`src/tscr_pkg.sv`:
```
/*
  Constants for the tile status and configuration register bank: register
  numbers, field positions, write masks, reset values and divider counts.
  Assumes it is compiled before every other file of the block.
*/
package tscr_pkg;

  ////////////////////////////////////////////////////////////////////////////
  localparam int unsigned TSCR_AW = 8;
  localparam int unsigned TSCR_DW = 32;
  localparam logic [7:0] TSCR_REG_TILE_CTRL = 8'h02;
  localparam logic [7:0] TSCR_REG_BOOT_STAT = 8'h03;
  localparam logic [7:0] TSCR_REG_SEC_CFG = 8'h05;
  localparam logic [7:0] TSCR_REG_ROC_CTRL = 8'h06;
  localparam logic [7:0] TSCR_REG_ROC_VAL0 = 8'h07;
  localparam logic [7:0] TSCR_REG_ROC_VAL3 = 8'h0A;

  ////////////////////////////////////////////////////////////////////////////
  localparam int unsigned TC_TXD_DLY_LSB = 18;
  localparam int unsigned TC_TXD_DLY_MSB = 25;
  localparam int unsigned TC_TXC_DIV_LSB = 9;
  localparam int unsigned TC_TXC_DIV_MSB = 17;
  localparam int unsigned TC_RGMII_EN_BIT = 8;
  localparam int unsigned TC_DYN_BIT = 5;
  localparam int unsigned TC_DIV_EN_BIT = 4;
  localparam int unsigned TC_UTMI_BIT = 2;
  localparam int unsigned TC_ULPI_BIT = 1;
  localparam logic [31:0] TC_WMASK = 32'h03FF_FF36;
  localparam logic [31:0] TC_RESET = 32'h0000_0000;

  ////////////////////////////////////////////////////////////////////////////
  localparam int unsigned BS_PROC_LSB = 16;
  localparam int unsigned BS_PROC_MSB = 23;
  localparam int unsigned BS_OVERWRITE_BIT = 8;
  localparam int unsigned BS_CORE1_OFF_BIT = 5;
  localparam int unsigned BS_SKIP_POLL_BIT = 4;
  localparam int unsigned BS_BOOT_RAM_BIT = 3;
  localparam int unsigned BS_BOOT_JTAG_BIT = 2;
  localparam int unsigned BS_PLL_MODE_MSB = 1;

  ////////////////////////////////////////////////////////////////////////////
  localparam int unsigned SC_WLOCK_BIT = 31;
  localparam int unsigned SC_GDBG_BIT = 14;
  localparam int unsigned SC_OTP_ALL_BIT = 12;
  localparam int unsigned SC_OTP_SEC_LSB = 8;
  localparam int unsigned SC_OTP_SEC_MSB = 11;
  localparam int unsigned SC_OTP_RED_BIT = 7;
  localparam int unsigned SC_OTP_BOOT_BIT = 5;
  localparam int unsigned SC_JTAG_CFG_BIT = 4;
  localparam int unsigned SC_JTAG_TAP_BIT = 0;
  localparam logic [31:0] SC_WMASK = 32'h8000_5FB1;
  localparam logic [31:0] SC_RESET = 32'h0000_0000;

  ////////////////////////////////////////////////////////////////////////////
  localparam int unsigned RC_CORE_BIT = 1;
  localparam int unsigned RC_PERIPH_BIT = 0;
  localparam logic [31:0] RC_WMASK = 32'h0000_0003;
  localparam logic [31:0] RC_RESET = 32'h0000_0000;
  localparam int unsigned ROC_NUM = 4;
  localparam int unsigned ROC_CW = 16;

  ////////////////////////////////////////////////////////////////////////////
  // Low-power divide ratio of the PLL clock; the divider gates all but one
  // cycle in this many.
  localparam int unsigned LP_DIV = 2;
  localparam int unsigned LP_CW = 4;
  localparam logic [LP_CW-1:0] LP_LAST = LP_CW'(LP_DIV - 1);

  typedef logic [ROC_CW-1:0] tscr_count_t;

endpackage

```
`src/tscr_roc_if.sv`:
```
/*
  Carrier between the register bank and its ring oscillator counter bank:
  run enables one way, the synchronised counts the other.
  Assumes tscr_pkg is compiled first.
*/
`timescale 1ns/1ps
interface tscr_roc_if;
  import tscr_pkg::*;
  logic [ROC_NUM-1:0] run;
  tscr_count_t count [ROC_NUM];
  modport ctrl (output run, input count);
  modport cnt (input run, output count);
endinterface

```
`src/tscr_regs.sv`:
```
/*
  Processor-status register bank of one tile: tile control with the RGMII
  transmit clock generator and the low-power clock divider, boot status,
  the OTP-loaded security word and ring oscillator control and counts.
  Assumes i_clk is the PLL output clock that also clocks the core, and that
  every input but i_ring_osc is synchronous to it.
*/
`timescale 1ns/1ps

////////////////////////////////////////////////////////////////////////////////
// How it works
// - 8-bit RGMII transmit data delay, resets zero.
// - TX clock rises at divider, falls at half.
// - RGMII port enable bit enables RGMII ports.
// - Divider enable bit divides PLL clock.
// - Dynamic mode divides only while threads paused.
// - USB mode bit: one UTMI, zero ULPI.
// - ULPI support bit enables ULPI helper.
// - Boot status read-only, processor number 23:16.
// - Boot status shows JTAG, RAM, PLL pins.
// - Boot status bit 5 shows core1 off.
// - Boot status bit 4 shows skip OTP poll.
// - Security top bit set blocks further writes.
// - Security bit 14 blocks global debug.
// - Bit 12 locks all OTP, 11:8 each.
// - Security bit 5 forces boot from OTP.
// - Security bit 4 refuses JTAG config access.
// - Security bit 0 blocks JTAG debug TAP.
// - Security word loads from OTP read-out.
// - Four oscillators, bit 1 core, bit 0 peripheral.
// - Oscillators run asynchronous, counts give random bits.
// - Sixteen-bit counters survive system reset.
module tscr_regs
  import tscr_pkg::*;
(
  input wire logic i_clk,
  input wire logic i_rst,
  input wire logic i_por,
  input wire logic i_ps_wr,
  input wire logic i_ps_rd,
  input wire logic [TSCR_AW-1:0] i_ps_addr,
  input wire logic [TSCR_DW-1:0] i_ps_wdata,
  output logic [TSCR_DW-1:0] o_ps_rdata,
  output logic o_ps_rvalid,
  output logic o_ps_wr_refused,
  input wire logic [7:0] i_proc_num,
  input wire logic i_boot_overwrite,
  input wire logic i_core1_off,
  input wire logic i_skip_otp_poll,
  input wire logic i_boot_ram,
  input wire logic i_boot_jtag,
  input wire logic [1:0] i_boot_pll_mode,
  input wire logic i_otp_load,
  input wire logic [TSCR_DW-1:0] i_otp_sec_word,
  input wire logic i_all_paused,
  input wire logic [ROC_NUM-1:0] i_ring_osc,
  output logic [ROC_NUM-1:0] o_ring_osc_en,
  output logic o_rgmii_txc,
  output logic o_rgmii_txd_launch,
  output logic [7:0] o_rgmii_txd_delay,
  output logic o_rgmii_en,
  output logic o_core_clk_en,
  output logic o_usb_utmi_mode,
  output logic o_ulpi_helper_en,
  output logic o_global_debug_block,
  output logic [3:0] o_otp_sector_lock,
  output logic o_otp_redundancy_en,
  output logic o_boot_from_otp,
  output logic o_jtag_cfg_block,
  output logic o_jtag_tap_block
);

  ////////////////////////////////////////////////////////////////////////////
  // Address decode, shared by the write and read paths.
  function automatic logic tscr_hit(input logic [TSCR_AW-1:0] addr, input logic [TSCR_AW-1:0] reg_num);
    tscr_hit = (addr == reg_num);
  endfunction

  function automatic logic tscr_is_roc_val(input logic [TSCR_AW-1:0] addr);
    tscr_is_roc_val = (addr >= TSCR_REG_ROC_VAL0) && (addr <= TSCR_REG_ROC_VAL3);
  endfunction

  ////////////////////////////////////////////////////////////////////////////
  // Register state.
  logic [31:0] tile_ctrl_r;
  logic [31:0] tile_ctrl_nxt;
  logic [31:0] sec_cfg_r;
  logic [31:0] sec_cfg_nxt;
  logic [31:0] roc_ctrl_r;
  logic [31:0] roc_ctrl_nxt;
  logic [31:0] rdata_r;
  logic [31:0] rdata_nxt;
  logic rvalid_r;
  logic rvalid_nxt;
  logic refused_r;
  logic refused_nxt;
  logic strap_done_r;
  logic strap_done_nxt;
  logic [1:0] pll_mode_r;
  logic [1:0] pll_mode_nxt;
  logic [31:0] boot_word;
  logic [1:0] roc_sel;

  tscr_roc_if roc_bus ();

  tscr_roc_counters u_roc (
    .i_clk(i_clk),
    .i_por(i_por),
    .i_ring_osc(i_ring_osc),
    .roc(roc_bus.cnt)
  );

  ////////////////////////////////////////////////////////////////////////////
  // Boot status is assembled from live status inputs plus the PLL mode pins,
  // which are caught once on the first edge after reset release.
  always_comb begin
    strap_done_nxt = 1'b1;
    pll_mode_nxt = pll_mode_r;
    if (!strap_done_r) begin
      pll_mode_nxt = i_boot_pll_mode;
    end
  end

  always_comb begin
    boot_word = 32'h0000_0000;
    boot_word[BS_PROC_MSB:BS_PROC_LSB] = i_proc_num;
    boot_word[BS_OVERWRITE_BIT] = i_boot_overwrite;
    boot_word[BS_CORE1_OFF_BIT] = i_core1_off;
    boot_word[BS_SKIP_POLL_BIT] = i_skip_otp_poll;
    boot_word[BS_BOOT_RAM_BIT] = i_boot_ram;
    boot_word[BS_BOOT_JTAG_BIT] = i_boot_jtag;
    boot_word[BS_PLL_MODE_MSB:0] = pll_mode_r;
  end

  ////////////////////////////////////////////////////////////////////////////
  // Writes. The boot status has no write path at all.
  always_comb begin
    tile_ctrl_nxt = tile_ctrl_r;
    roc_ctrl_nxt = roc_ctrl_r;
    sec_cfg_nxt = sec_cfg_r;
    refused_nxt = 1'b0;
    if (i_ps_wr && tscr_hit(i_ps_addr, TSCR_REG_TILE_CTRL)) begin
      tile_ctrl_nxt = i_ps_wdata & TC_WMASK;
    end
    if (i_ps_wr && tscr_hit(i_ps_addr, TSCR_REG_ROC_CTRL)) begin
      roc_ctrl_nxt = i_ps_wdata & RC_WMASK;
    end
    // An OTP load always wins: it is how a locked word gets its contents.
    if (i_otp_load) begin
      sec_cfg_nxt = i_otp_sec_word & SC_WMASK;
    end else if (i_ps_wr && tscr_hit(i_ps_addr, TSCR_REG_SEC_CFG)) begin
      if (sec_cfg_r[SC_WLOCK_BIT]) begin
        refused_nxt = 1'b1;
      end else begin
        sec_cfg_nxt = i_ps_wdata & SC_WMASK;
      end
    end
  end

  ////////////////////////////////////////////////////////////////////////////
  // Reads answer one cycle later from a register; unmapped numbers give zero.
  assign roc_sel = 2'(i_ps_addr - TSCR_REG_ROC_VAL0);

  always_comb begin
    rdata_nxt = rdata_r;
    rvalid_nxt = i_ps_rd;
    if (i_ps_rd) begin
      rdata_nxt = 32'h0000_0000;
      if (tscr_hit(i_ps_addr, TSCR_REG_TILE_CTRL)) begin
        rdata_nxt = tile_ctrl_r;
      end else if (tscr_hit(i_ps_addr, TSCR_REG_BOOT_STAT)) begin
        rdata_nxt = boot_word;
      end else if (tscr_hit(i_ps_addr, TSCR_REG_SEC_CFG)) begin
        rdata_nxt = sec_cfg_r;
      end else if (tscr_hit(i_ps_addr, TSCR_REG_ROC_CTRL)) begin
        rdata_nxt = roc_ctrl_r;
      end else if (tscr_is_roc_val(i_ps_addr)) begin
        rdata_nxt = {16'h0000, roc_bus.count[roc_sel]};
      end
    end
  end

  always_ff @(posedge i_clk or posedge i_rst) begin
    if (i_rst) begin
      tile_ctrl_r <= TC_RESET;
      sec_cfg_r <= SC_RESET;
      roc_ctrl_r <= RC_RESET;
      rdata_r <= 32'h0000_0000;
      rvalid_r <= 1'b0;
      refused_r <= 1'b0;
      strap_done_r <= 1'b0;
      pll_mode_r <= 2'h0;
    end else begin
      tile_ctrl_r <= tile_ctrl_nxt;
      sec_cfg_r <= sec_cfg_nxt;
      roc_ctrl_r <= roc_ctrl_nxt;
      rdata_r <= rdata_nxt;
      rvalid_r <= rvalid_nxt;
      refused_r <= refused_nxt;
      strap_done_r <= strap_done_nxt;
      pll_mode_r <= pll_mode_nxt;
    end
  end

  ////////////////////////////////////////////////////////////////////////////
  // RGMII transmit clock generator. The counter wraps after the divider
  // value, so a field of N gives a period of N+1 PLL cycles.
  logic [8:0] txc_div;
  logic [7:0] txd_dly;
  logic rgmii_on;
  logic [8:0] txc_cnt_r;
  logic [8:0] txc_cnt_nxt;
  logic txc_r;
  logic txc_nxt;
  logic [7:0] dly_cnt_r;
  logic [7:0] dly_cnt_nxt;
  logic dly_busy_r;
  logic dly_busy_nxt;
  logic launch_r;
  logic launch_nxt;

  assign txc_div = tile_ctrl_r[TC_TXC_DIV_MSB:TC_TXC_DIV_LSB];
  assign txd_dly = tile_ctrl_r[TC_TXD_DLY_MSB:TC_TXD_DLY_LSB];
  assign rgmii_on = tile_ctrl_r[TC_RGMII_EN_BIT];

  always_comb begin
    txc_cnt_nxt = 9'h000;
    txc_nxt = 1'b0;
    if (rgmii_on) begin
      txc_nxt = txc_r;
      if (txc_cnt_r == txc_div) begin
        txc_cnt_nxt = 9'h000;
        txc_nxt = 1'b1;
      end else begin
        txc_cnt_nxt = txc_cnt_r + 9'h001;
        if (txc_cnt_r == (txc_div >> 1)) begin
          txc_nxt = 1'b0;
        end
      end
    end
  end

  // Each rising edge starts a delay of one PLL cycle more than the programmed count
  // before data launch; a new edge restarts a delay still running.
  always_comb begin
    dly_cnt_nxt = dly_cnt_r;
    dly_busy_nxt = dly_busy_r;
    launch_nxt = 1'b0;
    if (!rgmii_on) begin
      dly_cnt_nxt = 8'h00;
      dly_busy_nxt = 1'b0;
    end else if (txc_cnt_r == txc_div) begin
      dly_cnt_nxt = txd_dly;
      dly_busy_nxt = 1'b1;
    end else if (dly_busy_r) begin
      if (dly_cnt_r == 8'h00) begin
        launch_nxt = 1'b1;
        dly_busy_nxt = 1'b0;
      end else begin
        dly_cnt_nxt = dly_cnt_r - 8'h01;
      end
    end
  end

  always_ff @(posedge i_clk or posedge i_rst) begin
    if (i_rst) begin
      txc_cnt_r <= 9'h000;
      txc_r <= 1'b0;
      dly_cnt_r <= 8'h00;
      dly_busy_r <= 1'b0;
      launch_r <= 1'b0;
    end else begin
      txc_cnt_r <= txc_cnt_nxt;
      txc_r <= txc_nxt;
      dly_cnt_r <= dly_cnt_nxt;
      dly_busy_r <= dly_busy_nxt;
      launch_r <= launch_nxt;
    end
  end

  ////////////////////////////////////////////////////////////////////////////
  // Low-power divider. It emits a clock enable rather than a new clock, so
  // the core stays on one clock tree and no glitch can reach it.
  logic lp_active;
  logic [LP_CW-1:0] lp_cnt_r;
  logic [LP_CW-1:0] lp_cnt_nxt;
  logic clk_en_r;
  logic clk_en_nxt;

  assign lp_active = tile_ctrl_r[TC_DIV_EN_BIT] && (!tile_ctrl_r[TC_DYN_BIT] || i_all_paused);

  always_comb begin
    lp_cnt_nxt = {LP_CW{1'b0}};
    clk_en_nxt = 1'b1;
    if (lp_active) begin
      clk_en_nxt = (lp_cnt_r == {LP_CW{1'b0}});
      lp_cnt_nxt = (lp_cnt_r == LP_LAST) ? {LP_CW{1'b0}} : lp_cnt_r + 4'h1;
    end
  end

  always_ff @(posedge i_clk or posedge i_rst) begin
    if (i_rst) begin
      lp_cnt_r <= {LP_CW{1'b0}};
      clk_en_r <= 1'b1;
    end else begin
      lp_cnt_r <= lp_cnt_nxt;
      clk_en_r <= clk_en_nxt;
    end
  end

  ////////////////////////////////////////////////////////////////////////////
  // Outputs. Counts must only be trusted once the oscillators have been
  // stopped for ten cycles, which covers the synchroniser and counter delay.
  assign roc_bus.run[0] = roc_ctrl_r[RC_CORE_BIT];
  assign roc_bus.run[1] = roc_ctrl_r[RC_CORE_BIT];
  assign roc_bus.run[2] = roc_ctrl_r[RC_PERIPH_BIT];
  assign roc_bus.run[3] = roc_ctrl_r[RC_PERIPH_BIT];
  assign o_ring_osc_en = roc_bus.run;

  assign o_ps_rdata = rdata_r;
  assign o_ps_rvalid = rvalid_r;
  assign o_ps_wr_refused = refused_r;
  assign o_rgmii_txc = txc_r;
  assign o_rgmii_txd_launch = launch_r;
  assign o_rgmii_txd_delay = txd_dly;
  assign o_rgmii_en = rgmii_on;
  assign o_core_clk_en = clk_en_r;
  assign o_usb_utmi_mode = tile_ctrl_r[TC_UTMI_BIT];
  assign o_ulpi_helper_en = tile_ctrl_r[TC_ULPI_BIT];
  assign o_global_debug_block = sec_cfg_r[SC_GDBG_BIT];
  assign o_otp_sector_lock = sec_cfg_r[SC_OTP_SEC_MSB:SC_OTP_SEC_LSB] | {4{sec_cfg_r[SC_OTP_ALL_BIT]}};
  assign o_otp_redundancy_en = sec_cfg_r[SC_OTP_RED_BIT];
  assign o_boot_from_otp = sec_cfg_r[SC_OTP_BOOT_BIT];
  assign o_jtag_cfg_block = sec_cfg_r[SC_JTAG_CFG_BIT];
  assign o_jtag_tap_block = sec_cfg_r[SC_JTAG_TAP_BIT];

endmodule

```
`src/tscr_roc_counters.sv`:
```
/*
  Four ring oscillator counters. Each oscillator level is brought into the
  core clock domain by two flip-flops and its rising edges are counted while
  the oscillator runs. Assumes the oscillator outputs toggle slower than half
  the core clock rate and that i_por is only asserted at power-up.
*/
`timescale 1ns/1ps
module tscr_roc_counters
  import tscr_pkg::*;
(
  input wire logic i_clk,
  input wire logic i_por,
  input wire logic [ROC_NUM-1:0] i_ring_osc,
  tscr_roc_if.cnt roc
);

  ////////////////////////////////////////////////////////////////////////////
  // The counts hang off the power-on reset only, so a system reset leaves
  // them readable as a source of entropy.
  genvar g;
  generate
    for (g = 0; g < ROC_NUM; g = g + 1) begin : g_roc
      logic meta_r;
      logic sync_r;
      logic prev_r;
      tscr_count_t cnt_r;
      tscr_count_t cnt_nxt;

      always_comb begin
        cnt_nxt = cnt_r;
        if (roc.run[g] && sync_r && !prev_r) begin
          cnt_nxt = cnt_r + 16'h0001;
        end
      end

      always_ff @(posedge i_clk or posedge i_por) begin
        if (i_por) begin
          meta_r <= 1'b0;
          sync_r <= 1'b0;
          prev_r <= 1'b0;
          cnt_r <= 16'h0000;
        end else begin
          meta_r <= i_ring_osc[g];
          sync_r <= meta_r;
          prev_r <= sync_r;
          cnt_r <= cnt_nxt;
        end
      end

      assign roc.count[g] = cnt_r;
    end
  endgenerate

endmodule

```
`config.mk`:
```
export PLATFORM = sky130hd
export DESIGN_NAME = tscr_regs
export DESIGN_NICKNAME = d
export VERILOG_FILES = /design/src/tscr_pkg.sv /design/src/tscr_roc_if.sv /design/src/tscr_regs.sv /design/src/tscr_roc_counters.sv
export SDC_FILE = /design/constraint.sdc
export NUM_CORES = 1
export LEC_CHECK = 0
export BUFFER_PORTS_ARGS = -buffer_cell sky130_fd_sc_hd__buf_4
export CORE_AREA = 4 4 133 135
export DETAILED_ROUTE_END_ITERATION = 10
export DIE_AREA = 0 0 137 139
export GPL_ROUTABILITY_DRIVEN = 0
export HOLD_SLACK_MARGIN = 0.05
export PLACE_DENSITY = 0.73
export SLEW_MARGIN = 10
export SYNTH_ARGS = -nofsm -noshare
export SYNTH_HDL_FRONTEND = slang
export SYNTH_SLANG_ARGS = --single-unit
```
`constraint.sdc`:
```
create_clock -name i_clk -period 7.3 [get_ports i_clk]
set_input_delay 2.19 -clock i_clk [delete_from_list [all_inputs] [get_ports i_clk]]
set_output_delay 2.19 -clock i_clk [all_outputs]
set_load 0.01 [all_outputs]
```
==> summary.txt <==
Die
  • Initial Util: 50.1%
  • Die area: 0.0190 sq mm
  • Die span in y: 139 um
  • I/O pins: 159
  • # rows: 47
  • Core area: 0.0165 sq mm
  • Chip width: 137 um

Clock tree
  • Post-CTS Hold Fix Bufs: 0
  • H-tree depth: 4
  • CTS tree: built
  • Clk sinks: 169
  • Reg clk slew, reported paths: 0.06 ns
  • CTS Buf Count: 17
  • Max Buffers Root-to-Sink: 2
  • Postcts setup bufs: 0
  • CTS root buf: clkbuf_16
  • Clk_lat worst skew: 0.43 ns
  • Cts repair resizes: 0

Pwr
  • Clk network pwr share: 43.4%
  • Int Pwr: 1.64 mW
  • Switching pwr: 0.515 mW
  • Sw frac: 23.9%
  • Worst vdd rail ir drop: 0.170 mV
  • PD cells: 218 mW/mm^2
  • Leak pwr: 4.69 nW
  • Combinational power share: 9.5%
  • Seq pwr share: 47.1%

Global route
  • First-pass GRT wire length: 31,500 um
  • Largest net degree at the start of global routing: 77
  • Vias in the first global route: 5,811
  • Global Route Usage Sum: 21.2%
  • Total grt overflow: 0
  • Initial antenna violation count: 0

Place
  • Placement Cell Area: 0.00928 sq mm
  • Port Buffers: 130
  • Post-Place Cells: 1,033
  • DP HPWL: 14,400 um
  • Worst slack at placement: 2.55 ns

Timing
  • Final setup fails: 0
  • RSZ-0062 raised after global routing: no
  • Final WS setup: 2.95 ns
  • Final Critical Period: 4.35 ns
  • Fmax: 230 MHz
  • Final slew viol count: 0
  • Fin crit share: 59.6%
  • Worst slew pin tran: 0.929 ns
  • Clock skew: 0.00805 ns
  • Relative slew slack: 38.1%
  • Hold Vio Cnt, Final: 0
  • Setup TNS Final: 0 ns

Logic synthesis
  • Part of the Yosys area used for sequential elements: 51.3%
  • Post-Synth Simple-Gate Area: 14.0%
  • Register bit total from synthesis: 169
  • Synth top cells by count: dfrtp_1, xnor2_1, nor2_1, nand3_1, nand2_1
  • Ranking of synthesized cells by area: dfrtp_1, xnor2_1, mux4_2
  • Yosys warnings: 0
  • Post-Synthesis Cell Area: 0.00825 sq mm
  • Cell with the most instances after synthesis: dfrtp_1
  • Post-Syn Instances: 726
  • Main combinational cell family by area after synthesis: simple AND/OR/NAND/NOR gates
  • Post-synthesis mux area share: 9.61%
  • Yosys top cell by area: dfrtp_1
  • Synth top area share: 51.0%
  • Adder-Cell Fraction of Synth Area: 1.36%
  • Syn nets: 833
  • Post-synth EDFFs: 0
  • Synth Area in XOR/XNOR: 9.13%
  • Post-synthesis compound-gate area fraction: 10.1%
  • FFs w/ async S/R, synth: 100%
  • Syn Area/Cell: 11.4 sq um
  • Prevailing post-synth register cell: dfrtp_1
  • Synth cell types: 62

Drt
  • Avg Vias per Cell: 5.58
  • Via count: 5,943
  • WL/cell: 18.6 um
  • Iteration-0 DRC Markers: 403
  • Pre-antenna DRT Iters: 6
  • Remaining DRCs: 0
  • ANT nets after route: 0
  • Routed WL: 19,800 um

Job
  • Number of max-cap violations: 0

Final layout
  • ANT cells: 0
  • Layout Cells excl Fill: 1,065
  • Fin util: 60.1%
  • Non-Filler Cell Area, Final: 0.00990 sq mm
  • Nets: 939
  • Layout cells sized above 1: 27.6%
  • Area delta synth->final: 19.9%
  • FILL cells: 1,352

Critical path
  • Worst Setup SP: i_ps_addr[0]
  • CP required: 7.63 ns
  • Data arrival, critical path: 4.68 ns
  • Launch point of the worst reg-to-reg path: tile_ctrl_r[14]
  • Critical path class: input pin to register
  • Startpoint types: input pin
  • Worst Setup End Kind: register
  • Flop2flop setup slack: 5.00 ns
  • Largest fanout on the critical path: 20

Worst hold path
  • Hold Crit Class: register to register
  • Min-delay src: u_roc.g_roc[2].meta_r

Status
  • Status: finished, final reports clean
==> registers in the layout (all words and copies together), names as in the netlist <==
name / cells
o_ps_rvalid: 1
dly_busy_r: 1
u_roc.g_roc.prev_r: 4
roc_ctrl_r: 2
o_ps_wr_refused: 1
pll_mode_r: 2
o_core_clk_en: 1
txc_cnt_r: 9
dly_cnt_r: 8
sec_cfg_r: 11
lp_cnt_r: 4
u_roc.g_roc.sync_r: 4
u_roc.g_roc.cnt_r: 64
strap_done_r: 1
o_rgmii_txc: 1
o_rgmii_txd_launch: 1
u_roc.g_roc.meta_r: 4
tile_ctrl_r: 22
o_ps_rdata: 28
==> critical path, stage by stage <==
cell and delay [ns]:
buf_4 0.27, inv_1 0.08, ha_1 0.46, nor4bb_1 0.37, a31oi_1 0.12, nor3_2 0.74, nand3_1 0.21, o221ai_1 0.23
==> worst paths after layout <==
path	depth (start not counted)	end
min in group asynchronous	2	tile_ctrl_r[13]
worst max register to register	6	dly_cnt_r[5]
worst max-delay path	8	o_ps_rdata[15]
worst min register to register	0	u_roc.g_roc[2].sync_r
max in group asynchronous	3	o_ps_rdata[1]
worst min-delay path	0	u_roc.g_roc[2].sync_r
==> cells by family (layout without fill, tap and decap cells) <==
| kind of cell | after synthesis | count (layout) |
|---|---|---|
| multiplexers | 48 | 48 |
| buffers and inverters | 77 | 196 |
| flip-flops | 169 | 169 |
| XOR/XNOR | 86 | 86 |
| AO/OA/AOI/OAI | 114 | 114 |
| other | 1 | 1 |
| AND/OR/NAND/NOR | 222 | 222 |
| adder cells (fa/ha/maj) | 9 | 9 |
==> layout make-up <==
type,instances,area (sq um),share of cell area (%)
clock buffers,22,474,4.79
clock inverters,10,141,1.43
inverters,29,111,1.13
multi-input cells,480,3650,36.9
flip-flops and latches,169,4230,42.7
well taps,220,275,2.78
repair buffers,135,1010,10.2
==> cells in the final DEF, fill, tap and decap left out, types with 12 or more instances in the layout <==
cell type	Yosys	final
dfrtp_1	168	168
buf_4	14	135
xnor2_1	60	60
nor2_1	59	59
nand3_1	45	45
nand2_1	39	39
inv_1	29	27
xor2_1	26	26
mux2_4	20	20
a21oi_1	17	17
clkbuf_16	0	17
o21ai_0	16	16
mux4_2	16	16
nand4_1	15	15
a221oi_1	15	15
a21o_1	14	14
and3_1	12	12
==> layer usage <==
metal / up-vias / wire length [um] / share of wire [%] / track usage [%]
li1: 2767 / - / - / -
met2: 146 / 9780 / 49 / 34.9
met4: 0 / 416 / 2.1 / 6.41
met5: - / 0 / 0 / 0
met3: 27 / 875 / 4.4 / 3.96
met1: 3003 / 8700 / 44 / 28.7
==> metrics by stage <==
| stage | hold WS (ns) | power [mW] |
|---|---|---|
| after CTS | 0.349 | 2.17 |
| after global placement | 0.333 | 1.23 |
| after floorplan | 0.331 | 1.14 |
| after global routing | 0.361 | 2.23 |
| after detailed placement | 0.335 | 1.24 |
| final | 0.346 | 2.16 |
==> power groups by stage <==
stage                     logic, mW  clock network, mW  registers, mW
after floorplan               0.123                  0           1.02
after global placement        0.204                  0           1.03
after detailed placement      0.209                  0           1.03
after CTS                     0.209              0.948           1.02
after global routing          0.228              0.986           1.02
final                         0.206              0.936           1.02
No activity file was read; power rests on OpenSTA's default activity.
